## src/hw/fral_params.svh

```systemverilog
// Function
// - Four range types chosen by range type.
// - Auto ranging uses 0 to 25% hysteresis.
// - Two range outputs show the active range.
// - Bidirectional auto applies hysteresis on direction change.
// - Unidirectional external: input level picks range.
// - Bidirectional external: direction plus input pick range.
// - Limit alarms clear after 2.5% hysteresis.
// - Alarm switched off is never asserted.
// - Multi-range alarms drive separate high, low outputs.
// - Preset output on above count; one-shot ends.
// - Level-hold preset stays on until totalizer reset.
// - External input resets totalizer at chosen level.
// - Long one-shot pulse keeps output on.
// - External input starts zero adjustment.
// - ROM or RAM diagnosis error raises failure contact.
// - Highest-ranked detected error is reported as message.
// - Unit change leaves current span unchanged.
// - Functions assigned to two contacts, one input.
// - One-shot width settable 0.3 to 500 ms.
`ifndef FRAL_PARAMS_SVH
`define FRAL_PARAMS_SVH

// Register byte offsets.
`define FRAL_CTRL_OFS 8'h00
`define FRAL_THR01_OFS 8'h04
`define FRAL_THR2_OFS 8'h08
`define FRAL_HILO_OFS 8'h0c
`define FRAL_HHLL_OFS 8'h10
`define FRAL_PRESET_OFS 8'h14
`define FRAL_PWIDTH_OFS 8'h18
`define FRAL_SPAN_OFS 8'h1c
`define FRAL_UNIT_OFS 8'h20
`define FRAL_STATUS_OFS 8'h24
`define FRAL_COUNT_OFS 8'h28

// Control field positions and reset value.
`define FRAL_CTRL_W 18
`define FRAL_CTRL_TCLR 17
`define FRAL_CTRL_RST 18'h0_0000

// Rates and limits are in 0.1% of full scale.
`define FRAL_ALM_HYS 25
`define FRAL_HYS_MAX 250

// Timing: clock period, width tick, one-shot width bounds.
`define FRAL_CLK_NS 8
`define FRAL_TICK_US 100
`define FRAL_PW_MIN_US 300
`define FRAL_PW_MAX_US 500000
`define FRAL_PW_MIN (`FRAL_PW_MIN_US / `FRAL_TICK_US)
`define FRAL_PW_MAX (`FRAL_PW_MAX_US / `FRAL_TICK_US)

// Diagnosis flag bits and message codes.
`define FRAL_ERR_ROM 0
`define FRAL_ERR_RAM 1
`define FRAL_ERR_PARAM 2
`define FRAL_ERR_EXC 3
`define FRAL_MSG_NONE 4'h0
`define FRAL_MSG_ROM 4'h1
`define FRAL_MSG_RAM 4'h2
`define FRAL_MSG_PARAM 4'h3
`define FRAL_MSG_EXC 4'h4
`define FRAL_MSG_HI 4'h5
`define FRAL_MSG_LO 4'h6
`define FRAL_MSG_HH 4'h7
`define FRAL_MSG_LL 4'h8

`endif

```

## src/hw/fral_pkg.sv

```systemverilog
package fral_pkg;
  typedef enum logic [1:0] {
    RT_UNI_AUTO = 2'b00,
    RT_BI_AUTO = 2'b01,
    RT_UNI_EXT = 2'b10,
    RT_BI_EXT = 2'b11
  } fral_rtype_t;
  typedef enum logic [1:0] {
    EF_RANGE = 2'b00,
    EF_TOTAL = 2'b01,
    EF_ZERO = 2'b10,
    EF_NONE = 2'b11
  } fral_efunc_t;
  typedef enum logic [2:0] {
    DF_RNG1 = 3'b000,
    DF_RNG2 = 3'b001,
    DF_HIGH = 3'b010,
    DF_LOW = 3'b011,
    DF_HHLL = 3'b100,
    DF_PRESET = 3'b101,
    DF_FAIL = 3'b110,
    DF_OFF = 3'b111
  } fral_dfunc_t;
  typedef enum logic [1:0] {
    PS_OFF = 2'b00,
    PS_HOLD = 2'b01,
    PS_PULSE = 2'b10
  } fral_pstate_t;
  typedef struct packed {
    logic tclr;
    fral_dfunc_t do2;
    fral_dfunc_t do1;
    logic multi;
    logic [3:0] alm_en;
    logic oneshot;
    logic di_high;
    fral_efunc_t efunc;
    fral_rtype_t rtype;
  } fral_ctrl_t;
endpackage

```

## src/hw/fral_hyst_cmp.sv

```systemverilog
`timescale 1ns/10ps
`include "fral_params.svh"

module fral_hyst_cmp #(
  parameter int WID = 17,
  parameter int HYS = `FRAL_ALM_HYS
) (
  // Clock and reset.
  input wire logic i_core_clk,
  input wire logic i_rst_b,
  // Control.
  input wire logic i_upd,
  input wire logic i_en,
  input wire logic i_high,
  // Operands.
  input wire logic signed [WID-1:0] i_val,
  input wire logic signed [WID-1:0] i_lim,
  // Result.
  output logic o_alm
);
  localparam logic signed [WID:0] HV = (WID+1)'(HYS);

  // The band must be non-negative and the operands need a sign bit.
  if (WID < 2 || HYS < 0) begin : g_bad
    $error("fral_hyst_cmp: WID must be 2 or more and HYS not negative.");
  end

  logic signed [WID:0] v;
  logic signed [WID:0] l;
  logic next_alm;
  // One guard bit so limit plus band never wraps.
  assign v = (WID+1)'(i_val);
  assign l = (WID+1)'(i_lim);

  // Set past the limit, release only once back inside by the band.
  always_comb begin
    next_alm = o_alm;
    if (!i_en) begin
      next_alm = 1'b0;
    end else if (i_upd) begin
      if (!o_alm) begin
        next_alm = i_high ? (v > l) : (v < l);
      end else begin
        next_alm = i_high ? !(v < l - HV) : !(v > l + HV);
      end
    end
  end

  // Alarm flop.
  always_ff @(posedge i_core_clk or negedge i_rst_b) begin
    if (!i_rst_b) begin
      o_alm <= 1'b0;
    end else begin
      o_alm <= next_alm;
    end
  end
endmodule // fral_hyst_cmp

```

## src/hw/fral_top.sv

```systemverilog
`timescale 1ns/10ps
`include "fral_params.svh"

module fral_top #(
  parameter int W = 16,
  parameter int TICK_CYC = `FRAL_TICK_US * 1000 / `FRAL_CLK_NS
) (
  // Clock and reset.
  input wire logic i_core_clk,
  input wire logic i_rst_b,
  // APB slave.
  input wire logic i_psel,
  input wire logic i_penable,
  input wire logic i_pwrite,
  input wire logic [7:0] i_paddr,
  input wire logic [31:0] i_pwdata,
  output logic [31:0] o_prdata,
  output logic o_pready,
  output logic o_pslverr,
  // Measurement and totalizer feed.
  input wire logic i_meas_valid,
  input wire logic signed [W-1:0] i_meas_rate,
  input wire logic i_count_pulse,
  // Self-diagnosis flags.
  input wire logic [3:0] i_diag_err,
  // Terminals.
  input wire logic i_external_input,
  output logic o_contact_output_one,
  output logic o_contact_output_two,
  // Side outputs.
  output logic [1:0] o_range,
  output logic o_zero_adj_start,
  output logic o_total_reset,
  output logic [15:0] o_span,
  output logic [3:0] o_msg_code
);
  localparam int TW = $clog2(TICK_CYC + 1);
  localparam logic [W-1:0] HYS_MAX = W'(`FRAL_HYS_MAX);
  localparam logic [12:0] PW_MIN = 13'(`FRAL_PW_MIN);
  localparam logic [12:0] PW_MAX = 13'(`FRAL_PW_MAX);

  // Packing assumes limits fit one half word.
  if (W < 8 || W > 16 || TICK_CYC < 1) begin : g_bad
    $error("fral_top: W must be 8..16 and TICK_CYC positive.");
  end

  // Register state.
  fral_pkg::fral_ctrl_t ctrl, next_ctrl;
  logic [W-1:0] cfg [8];
  logic [W-1:0] next_cfg [8];
  logic [31:0] preset, next_preset;
  logic [12:0] pwidth, next_pwidth;
  logic [15:0] next_span;
  logic [3:0] unit, next_unit;
  logic tclr, next_tclr;
  logic [31:0] next_rdata;
  logic next_pready, next_slverr, hit, acc, wr_acc;
  logic [2:0] pair;

  // Block state.
  logic [1:0] next_range;
  logic fwd, next_fwd;
  logic [3:0] alm;
  logic di_s1, di_s2, di_q;
  logic di_act, zstart, total_rst;
  logic [31:0] count, next_count;
  logic over, over_q, rise;
  fral_pkg::fral_pstate_t pstate, next_pstate;
  logic [12:0] pw_cnt, next_pw_cnt;
  logic [TW-1:0] tick_cnt, next_tick_cnt;
  logic tick, preset_on, fail;
  logic [7:0] src;
  logic [3:0] next_msg;

  assign acc = i_psel & i_penable;
  assign wr_acc = acc & o_pready & i_pwrite;
  assign pair = i_paddr[4:2] - 3'h1;

  // Decode; one wait state so read data can come from a flop.
  always_comb begin
    hit = 1'b1;
    next_rdata = 32'h0000_0000;
    case (i_paddr)
      `FRAL_CTRL_OFS: next_rdata = 32'(ctrl);
      `FRAL_THR01_OFS, `FRAL_THR2_OFS, `FRAL_HILO_OFS, `FRAL_HHLL_OFS:
        next_rdata = (32'(cfg[{pair[1:0], 1'b1}]) << 16) |
                     32'(cfg[{pair[1:0], 1'b0}]);
      `FRAL_PRESET_OFS: next_rdata = preset;
      `FRAL_PWIDTH_OFS: next_rdata = 32'(pwidth);
      `FRAL_SPAN_OFS: next_rdata = 32'(o_span);
      `FRAL_UNIT_OFS: next_rdata = 32'(unit);
      `FRAL_STATUS_OFS: next_rdata = {16'h0000, o_msg_code, fail,
        preset_on, ctrl.multi & (alm[1] | alm[3]),
        ctrl.multi & (alm[0] | alm[2]), alm, 1'b0, fwd, o_range};
      `FRAL_COUNT_OFS: next_rdata = count;
      default: hit = 1'b0;
    endcase
    next_pready = acc & ~o_pready;
    next_slverr = acc & ~o_pready & ~hit;
  end

  // Register writes take effect on the completing edge only.
  always_comb begin
    next_ctrl = ctrl;
    next_cfg = cfg;
    next_preset = preset;
    next_pwidth = pwidth;
    next_span = o_span;
    next_unit = unit;
    next_tclr = 1'b0;
    if (wr_acc) begin
      case (i_paddr)
        `FRAL_CTRL_OFS: begin
          next_ctrl = fral_pkg::fral_ctrl_t'(i_pwdata[`FRAL_CTRL_W-1:0]);
          next_ctrl.tclr = 1'b0;
          next_tclr = i_pwdata[`FRAL_CTRL_TCLR];
        end
        `FRAL_THR01_OFS, `FRAL_THR2_OFS, `FRAL_HILO_OFS, `FRAL_HHLL_OFS:
        begin
          next_cfg[{pair[1:0], 1'b0}] = i_pwdata[W-1:0];
          next_cfg[{pair[1:0], 1'b1}] = i_pwdata[16+W-1:16];
        end
        `FRAL_PRESET_OFS: next_preset = i_pwdata;
        `FRAL_PWIDTH_OFS: begin
          if (i_pwdata < 32'(PW_MIN)) begin
            next_pwidth = PW_MIN;
          end else if (i_pwdata > 32'(PW_MAX)) begin
            next_pwidth = PW_MAX;
          end else begin
            next_pwidth = i_pwdata[12:0];
          end
        end
        `FRAL_SPAN_OFS: next_span = i_pwdata[15:0];
        // The unit only scales the display; span stays as it is.
        `FRAL_UNIT_OFS: next_unit = i_pwdata[3:0];
        default: ;
      endcase
    end
    if (next_cfg[3] > HYS_MAX) begin
      next_cfg[3] = HYS_MAX;
    end
  end

  // Register and APB flops.
  always_ff @(posedge i_core_clk or negedge i_rst_b) begin
    if (!i_rst_b) begin
      ctrl <= fral_pkg::fral_ctrl_t'(`FRAL_CTRL_RST);
      for (int k = 0; k < 8; k++) begin
        cfg[k] <= '0;
      end
      preset <= 32'h0000_0000;
      pwidth <= PW_MIN;
      o_span <= 16'h0000;
      unit <= 4'h0;
      tclr <= 1'b0;
      o_prdata <= 32'h0000_0000;
      o_pready <= 1'b0;
      o_pslverr <= 1'b0;
    end else begin
      ctrl <= next_ctrl;
      cfg <= next_cfg;
      preset <= next_preset;
      pwidth <= next_pwidth;
      o_span <= next_span;
      unit <= next_unit;
      tclr <= next_tclr;
      o_prdata <= next_pready ? next_rdata : 32'h0000_0000;
      o_pready <= next_pready;
      o_pslverr <= next_slverr;
    end
  end

  // External input synchroniser; active level is software chosen.
  always_ff @(posedge i_core_clk or negedge i_rst_b) begin
    if (!i_rst_b) begin
      di_s1 <= 1'b0;
      di_s2 <= 1'b0;
      di_q <= 1'b0;
    end else begin
      di_s1 <= i_external_input;
      di_s2 <= di_s1;
      di_q <= di_s2;
    end
  end
  assign di_act = (di_s2 == ctrl.di_high);
  // Edge taken on the synced pin, so a polarity write starts nothing.
  assign zstart = (ctrl.efunc == fral_pkg::EF_ZERO) & di_act &
    (di_s2 != di_q);
  assign total_rst = tclr |
    ((ctrl.efunc == fral_pkg::EF_TOTAL) & di_act);

  // Range choice, re-evaluated on each measurement update.
  logic signed [W:0] rate_x, hys_s;
  logic [W:0] mag;
  logic [W+1:0] mag_dn;
  logic [W-1:0] th_up, th_dn;
  logic sub;
  always_comb begin
    rate_x = (W+1)'(i_meas_rate);
    hys_s = signed'({1'b0, cfg[3]});
    mag = unsigned'(rate_x[W] ? -rate_x : rate_x);
    mag_dn = {1'b0, mag} + {2'b00, cfg[3]};
    th_up = cfg[{1'b0, o_range}];
    th_dn = cfg[{1'b0, o_range - 2'h1}];
    next_range = o_range;
    next_fwd = fwd;
    sub = o_range[0];
    if (i_meas_valid) begin
      case (ctrl.rtype)
        fral_pkg::RT_UNI_AUTO: begin
          if (o_range != 2'h3 && mag > {1'b0, th_up}) begin
            next_range = o_range + 2'h1;
          end else if (o_range != 2'h0 && mag_dn < {2'b00, th_dn}) begin
            next_range = o_range - 2'h1;
          end
        end
        fral_pkg::RT_BI_AUTO: begin
          if (fwd && rate_x < -hys_s) begin
            next_fwd = 1'b0;
          end else if (!fwd && rate_x > hys_s) begin
            next_fwd = 1'b1;
          end
          if (!sub && mag > {1'b0, cfg[0]}) begin
            sub = 1'b1;
          end else if (sub && mag_dn < {2'b00, cfg[0]}) begin
            sub = 1'b0;
          end
          next_range = {~next_fwd, sub};
        end
        fral_pkg::RT_UNI_EXT: begin
          next_range = {1'b0, di_act};
        end
        default: begin
          next_fwd = ~rate_x[W];
          next_range = {rate_x[W], di_act};
        end
      endcase
    end
  end

  // Range flops drive the range outputs directly.
  always_ff @(posedge i_core_clk or negedge i_rst_b) begin
    if (!i_rst_b) begin
      o_range <= 2'h0;
      fwd <= 1'b1;
    end else begin
      o_range <= next_range;
      fwd <= next_fwd;
    end
  end

  // Limit alarms: hi, lo, high-high, low-low.
  for (genvar k = 0; k < 4; k++) begin : g_alm
    fral_hyst_cmp #(.WID(W + 1), .HYS(`FRAL_ALM_HYS)) u_cmp (
      .i_core_clk(i_core_clk),
      .i_rst_b(i_rst_b),
      .i_upd(i_meas_valid),
      .i_en(ctrl.alm_en[k]),
      .i_high(k % 2 == 0),
      .i_val(rate_x),
      .i_lim(signed'({cfg[4+k][W-1], cfg[4+k]})),
      .o_alm(alm[k])
    );
  end

  // Width tick divider; a free-running tick costs one tick of jitter.
  assign tick = (tick_cnt == TW'(TICK_CYC - 1));
  assign next_tick_cnt = tick ? '0 : tick_cnt + TW'(1);
  assign over = (count > preset);
  assign rise = over & ~over_q;
  assign preset_on = (pstate != fral_pkg::PS_OFF);

  // Totalizer and preset state machine.
  always_comb begin
    next_count = count;
    if (total_rst) begin
      next_count = 32'h0000_0000;
    end else if (i_count_pulse) begin
      next_count = count + 32'h0000_0001;
    end
    next_pstate = pstate;
    next_pw_cnt = pw_cnt;
    case (pstate)
      fral_pkg::PS_OFF: begin
        if (rise) begin
          next_pstate = ctrl.oneshot ? fral_pkg::PS_PULSE
                                     : fral_pkg::PS_HOLD;
          next_pw_cnt = pwidth;
        end
      end
      fral_pkg::PS_HOLD: begin
        if (total_rst) begin
          next_pstate = fral_pkg::PS_OFF;
        end
      end
      fral_pkg::PS_PULSE: begin
        // A new crossing restarts the width, so close events merge.
        if (rise) begin
          next_pw_cnt = pwidth;
        end else if (tick) begin
          if (pw_cnt <= 13'h0001) begin
            next_pstate = fral_pkg::PS_OFF;
          end else begin
            next_pw_cnt = pw_cnt - 13'h0001;
          end
        end
      end
      default: next_pstate = fral_pkg::PS_OFF;
    endcase
  end

  // Totalizer, preset and divider flops.
  always_ff @(posedge i_core_clk or negedge i_rst_b) begin
    if (!i_rst_b) begin
      count <= 32'h0000_0000;
      over_q <= 1'b0;
      pstate <= fral_pkg::PS_OFF;
      pw_cnt <= 13'h0000;
      tick_cnt <= '0;
    end else begin
      count <= next_count;
      over_q <= over;
      pstate <= next_pstate;
      pw_cnt <= next_pw_cnt;
      tick_cnt <= next_tick_cnt;
    end
  end

  // Contact sources indexed by the function code of each terminal.
  assign fail = i_diag_err[`FRAL_ERR_ROM] | i_diag_err[`FRAL_ERR_RAM];
  assign src = {1'b0, fail, preset_on, alm[2] | alm[3],
    ctrl.multi ? (alm[1] | alm[3]) : alm[1],
    ctrl.multi ? (alm[0] | alm[2]) : alm[0], o_range};

  // Hardware faults outrank setting errors, which outrank alarms.
  always_comb begin
    next_msg = `FRAL_MSG_NONE;
    if (i_diag_err[`FRAL_ERR_ROM]) next_msg = `FRAL_MSG_ROM;
    else if (i_diag_err[`FRAL_ERR_RAM]) next_msg = `FRAL_MSG_RAM;
    else if (i_diag_err[`FRAL_ERR_PARAM]) next_msg = `FRAL_MSG_PARAM;
    else if (i_diag_err[`FRAL_ERR_EXC]) next_msg = `FRAL_MSG_EXC;
    else if (alm[0]) next_msg = `FRAL_MSG_HI;
    else if (alm[1]) next_msg = `FRAL_MSG_LO;
    else if (alm[2]) next_msg = `FRAL_MSG_HH;
    else if (alm[3]) next_msg = `FRAL_MSG_LL;
  end

  // Terminal and event output flops.
  always_ff @(posedge i_core_clk or negedge i_rst_b) begin
    if (!i_rst_b) begin
      o_contact_output_one <= 1'b0;
      o_contact_output_two <= 1'b0;
      o_zero_adj_start <= 1'b0;
      o_total_reset <= 1'b0;
      o_msg_code <= `FRAL_MSG_NONE;
    end else begin
      o_contact_output_one <= src[ctrl.do1];
      o_contact_output_two <= src[ctrl.do2];
      o_zero_adj_start <= zstart;
      o_total_reset <= total_rst;
      o_msg_code <= next_msg;
    end
  end
endmodule // fral_top

```

## config.mk

```make
export PLATFORM = sky130hd
export DESIGN_NAME = fral_top
export DESIGN_NICKNAME = d
export VERILOG_FILES = /design/src/hw/fral_pkg.sv /design/src/hw/fral_hyst_cmp.sv /design/src/hw/fral_top.sv
export VERILOG_INCLUDE_DIRS = /design/src /design/src/hw
export SDC_FILE = /design/constraint.sdc
export NUM_CORES = 1
export LEC_CHECK = 0
export ABC_AREA = 0
export BUFFER_PORTS_ARGS = -buffer_cell sky130_fd_sc_hd__clkbuf_2
export CAP_MARGIN = 20
export CORE_MARGIN = 10
export CORE_UTILIZATION = 50
export DETAILED_ROUTE_END_ITERATION = 8
export GPL_TIMING_DRIVEN = 0
export PLACE_DENSITY = 0.71
export SLEW_MARGIN = 20
export SYNTH_ARGS = -nofsm -noshare
export SYNTH_HDL_FRONTEND = slang
export SYNTH_SLANG_ARGS = --single-unit
```

## constraint.sdc

```tcl
create_clock -name i_core_clk -period 4.35 [get_ports i_core_clk]
set_input_delay 0.6525 -clock i_core_clk [delete_from_list [all_inputs] [get_ports i_core_clk]]
set_output_delay 0.6525 -clock i_core_clk [all_outputs]
set_load 0.02 [all_outputs]
```

After elaboration in Yosys (flattened, before gate mapping):

Index checks and enable logic that the tools add are counted.

* bits in registers: 325
* bits of input ports: 68
* output and inout bits: 60

* add/subtract/negate cells: 13
* $lt $le $gt $ge: 27
* eq/ne operators: 33
* muxes and demuxes: 80
* bitwise operators: 27
* reductions and logical operators: 35

Operator list (count)
* $bwmux W128: 2
* $pmux W32 S8: 1
* $bmux W16 S3: 4
* $mux W16: 11
* $mux W80: 2
* $demux W16 S3: 2
* $mux W32: 3
* $mux W13: 6
* $gt A16 B17 Y1: 3
* $lt A16 B17 Y1: 3
* $lt A18 B16 Y1: 2
* $add A16 B6 Y17 const B: 2
* $gt A17 B16 Y1: 2
* $neg A16 Y17: 2
* $sub A16 B6 Y17 const B: 2
* $add A32 B1 Y32 const B: 1
* $eq A8 B5 Y1 const B: 4
* $gt A16 B16 Y1: 2
* $gt A32 B13 Y1 const B: 1
* $gt A32 B32 Y1: 1
* $lt A16 B16 Y1: 2
* $lt A32 B2 Y1 const B: 1
* $mux W4: 8
* $or A32 B16 Y32: 1
* other kinds (45): 147

Logic depth before layout (Yosys ltp):

* word-level depth: 12
* gate-level depth with buffers: 23

By module:

Synthesis repeated with hierarchy kept, for this count alone.

* cell total of the unflattened synthesis: 2840
* area, all modules: 26914.6 sq um

Modules (own cells, without submodules)
* fral_top: times used 1, cells each 1874, area an instance 19590.0 sq um, sequential area each 8036.5 sq um
* fral_hyst_cmp (g_alm[0].u_cmp ...): times used 3, cells each 242, area an instance 1849.3 sq um, sequential area each 25.0 sq um
* fral_hyst_cmp (g_alm[3].u_cmp): times used 1, cells each 240, area an instance 1776.7 sq um, sequential area each 25.0 sq um

Worst setup path after synthesis:

No wires, ideal clock.

* kind: input to register
* from: input i_meas_rate[0]
* to: register o_range[0]
* data arrival time: 4.883 ns
* path slack: -0.658 ns
* cell stages on the path: 19
* path buffers: 0
* cells stage by stage: inv_1 > nand2_1 > or4_1 > o31ai_1 > xnor2_1 > ha_1 > a211oi_1 > o211ai_1 > a31oi_1 > o21bai_1 > a21oi_1 > xnor2_1 > ha_1 > a21o_1 > a211o_1 > o221a_2 > o31ai_1 > o41ai_1 > mux2_2

* word-level cells in the longest chain between the ends: 7
* elaborated cells between the ends (all ways): 17
* those cells by class: add/sub: 2; order compare: 4; eq/ne: 2; mux: 4; reduce/logical: 5

RTL lines
* from (decl): line fral_top.sv:22 `input wire logic signed [W-1:0] i_meas_rate,`
* $neg A16 Y17: line fral_top.sv:201 `mag = unsigned'(rate_x[W] ? -rate_x : rate_x);`
* $mux W17 (*): line fral_top.sv:201
* $add A17 B16 Y18: line fral_top.sv:202 `mag_dn = {1'b0, mag} + {2'b00, cfg[3]};`
* $lt A18 B16 Y1, on equally long branches: line fral_top.sv:225, fral_top.sv:213
* $logic_and A1 B1 Y1, on equally long branches: line fral_top.sv:225, fral_top.sv:213
* $ne A3 B3 Y1 (no line)
* $reduce_and A3 Y1 (no line)
* to (signal assigned): line fral_top.sv:247 `o_range <= next_range;`
* to (decl): line fral_top.sv:31 `output logic [1:0] o_range,`

Every way passes the cells marked *; elsewhere a longest branch is shown, timed or not.
A chain may end at the register's enable or synchronous reset.

Final worst setup path:

Ends and elaborated chain as after synthesis.

==> reports/summary.txt <==
R2R depth: 15
share of cells above drive strength 1: 0.1868
H-tree depth: 2
most frequent cells in the layout: 322 x dfrtp_1, 289 x ha_1, 223 x nand2_1, 190 x inv_1, 136 x a21oi_1
post-layout util: 0.5831
Layout area overhead: 14.91%
critical path endpoint category: flop
CP top delay family: compound AO/OA/AOI/OAI gates
startpoint types: input pin
Max FO, Critical Path: 4
Nets: 2999
Post-Syn Area: 23680 µm²
largest net degree at the start of global routing: 89
DIE WIDTH: 237.6 µm
Distinct cells, synth: 70
Max VDD drop: 0.2935 mV
first-pass GRT wire length: 126500 µm
Cells after DPL: 3174
worst path required time: 4.79 ns
Detailed Place HPWL: 63930 µm
commonest non-fill, non-tap cell in the layout: dfrtp_1
io pins: 128
initial cell density of the core: 0.5075
worst hold-check path type: input pin to async pin
slowest stage delay, CP: 0.42 ns
# fillers: 3978
failing checks: setup timing
synthesized flop and latch total: 325
Post-Syn Instances: 2439
vias: 21032
post-synth top area cell: dfrtp_1
Reg clk slew, reported paths: 0.06 ns
DRC errors left: 0
FFs w/ async S/R, synth: 1.000
post-synthesis sequential area ratio: 0.3437
pwr dens: 321.3 nW/µm²
Mean Syn Cell Area: 9.707 µm²
Area after DPL: 25280 µm²
DRT iter0 DRCs: 2277
RSZ-0062 raised after global routing: yes
core area: 46650 µm²
outcome: complete, but fails checks
Synth top area share: 0.3403
remaining antenna violation count: 0
TritonCTS Sinks: 325
slew margin rel.: 0.2117
Final Setup Violations: 2
input/output buffers: 117
hold slack: 0.1525 ns
Final period util: 1.071
max cap viols: 0
Syn. warnings: 0
Post-synth EDFFs: 0
Design Area, Final: 27210 µm²
routability cong.: 0.9853
Final Max Slew Viols: 0
Critical Path AT: 5.09 ns
num rows: 79
vias in the first global route: 20897
fmax: 214.7 MHz
Worst Path Buf+Inv: 4
minimum clock period: 4.658 ns
Total Wirelength: 84190 µm
Worst-Skew Late Latency: 0.56 ns
grt total ovfl: 0
antenna violations before repair: 2
Hold Buf Count CTS: 0
reg2reg start: o_range[1]
Setup Crit Path Kind: input pin to flop
R2R Path End: o_range[0]
R2R Setup Slk: 0.06 ns
PnR worst setup slack: -0.3075 ns
Num CTS Buffers: 37
Max Clock Skew: 0.01165 ns
drt via density: 6.428
Clock Tree Root: clkbuf_16
GRT Util Overall: 0.2923
worst-margin pin slew: 1.182 ns
non-filler cells, final: 3272
WL/cell: 25.73 µm
clock tree buffer depth: 3
Final Hold Fails: 0
Leakage: 12.44 nW
Die ar.: 56460 µm²
Slowest cell on crit path: or3_4
largest cells by area after synthesis: dfrtp_1 34%, ha_1 16%, mux2_2 6.4%
DRT Pass-1 Iters: 8
Die Ht: 237.6 µm
TritonCTS clock tree: yes
Main synth FF type: dfrtp_1
[worst max-delay path by stage]
stage               slack (ns)    endpoint            start  depth (start not counted)
global route             -0.46  o_range[0]   i_meas_rate[0]                         26
CTS                      -0.23  o_range[0]   i_meas_rate[0]                         25
detailed placement       -1.68  o_range[0]  i_meas_rate[15]                         19
global placement         -4.28     cfg[74]          i_rst_b                          1
finish                   -0.31  o_range[0]   i_meas_rate[0]                         26
floorplan                -0.30  o_range[0]   i_meas_rate[0]                         20
[synthesized netlist by cell type (17+ instances only)]
cell,count
nand2b_1,26
clkbuf_1,77
a21oi_1,141
nand4_1,52
nand2_1,230
a21o_1,40
a22oi_1,45
xor2_1,39
ha_1,296
a31oi_1,20
nor4_1,25
a211oi_1,21
mux4_2,63
and3_1,23
nor2_1,130
dfrtp_1,322
o21ai_0,134
inv_1,192
nor3_1,41
buf_1,20
nor2b_1,22
nand3_1,54
xnor2_1,97
or3_1,17
mux2_2,135
[cell type report]
cell class	instances	area (µm²)	share of cell area
Antenna cell	4	10.01	0.0003679
Buffer	104	445.4	0.01637
Clock buffer	55	1106	0.04065
Clock inverter	11	162.7	0.005979
Inverter	192	732.0	0.02690
Multi-Input combinational cell	1823	14860	0.5463
Sequential cell	325	8137	0.2991
Tap cell	607	759.5	0.02792
Timing Repair Buffer	151	992.2	0.03647
[sequential cells by signal, indices dropped and copies added (netlist names), 2 cells and up]
name / flops
pstate: 2
o_prdata: 32
preset: 32
tick_cnt: 14
pwidth: 13
ctrl: 17
o_range: 2
o_span: 16
o_msg_code: 4
cfg: 128
pw_cnt: 13
g_alm.u_cmp.o_alm: 4
unit: 4
count: 32
[logic make-up (layout without fill, tap and decap cells)]
family | count (synthesis) | count (layout) | share of synthesized area
xor gates and xnor gates | 136 | 136 | 0.05031
and+or+nand+nor | 662 | 662 | 0.1348
muxes | 200 | 200 | 0.1250
buffers and inverters | 298 | 513 | 0.04814
AOI/OAI and AO/OA | 520 | 520 | 0.1407
other | 1 | 12 | 0.0001584
DFF | 325 | 325 | 0.3437
adders and majority gates | 297 | 297 | 0.1573
[power breakdown]
part | total, W | internal (W) | switching (W)
Combinational | 0.00223 | 0.000969 | 0.00126
Clock | 0.00329 | 0.00200 | 0.00129
Sequential | 0.00322 | 0.00309 | 0.000128
Total | 0.00874 | 0.00606 | 0.00268
[routing by layer]
metal	track usage	wire length (µm)	vias up	part of all wire
met5	0	0	-	0
met1	0.3761	33420	10365	0.40
li1	-	-	9296	-
met4	0.1224	3746	0	0.044
met2	0.4547	37230	1161	0.44
met3	0.08284	9801	210	0.12
[what timing repair did]
action | 4_1_cts | 5_1_grt
endpoints found under the setup margin | 137 | 38
setup buffers | 18 | 12
gates cloned | 0 | 0
resized for setup | 63 | 36
pin swaps | 30 | 30
[metrics by stage]
step / TNS [ns] / worst slack, ns / total power [W]
after floorplan: -0.3596 / -0.3018 / 0.004626
after global placement: -1489.15 / -4.279 / 0.005240
after detailed placement: -126.38 / -1.679 / 0.005320
after CTS: -0.3022 / -0.2253 / 0.008676
after global routing: -0.7779 / -0.4627 / 0.009124
final: -0.4549 / -0.3075 / 0.008740
Note: power is estimated with default switching activity, not from simulation.
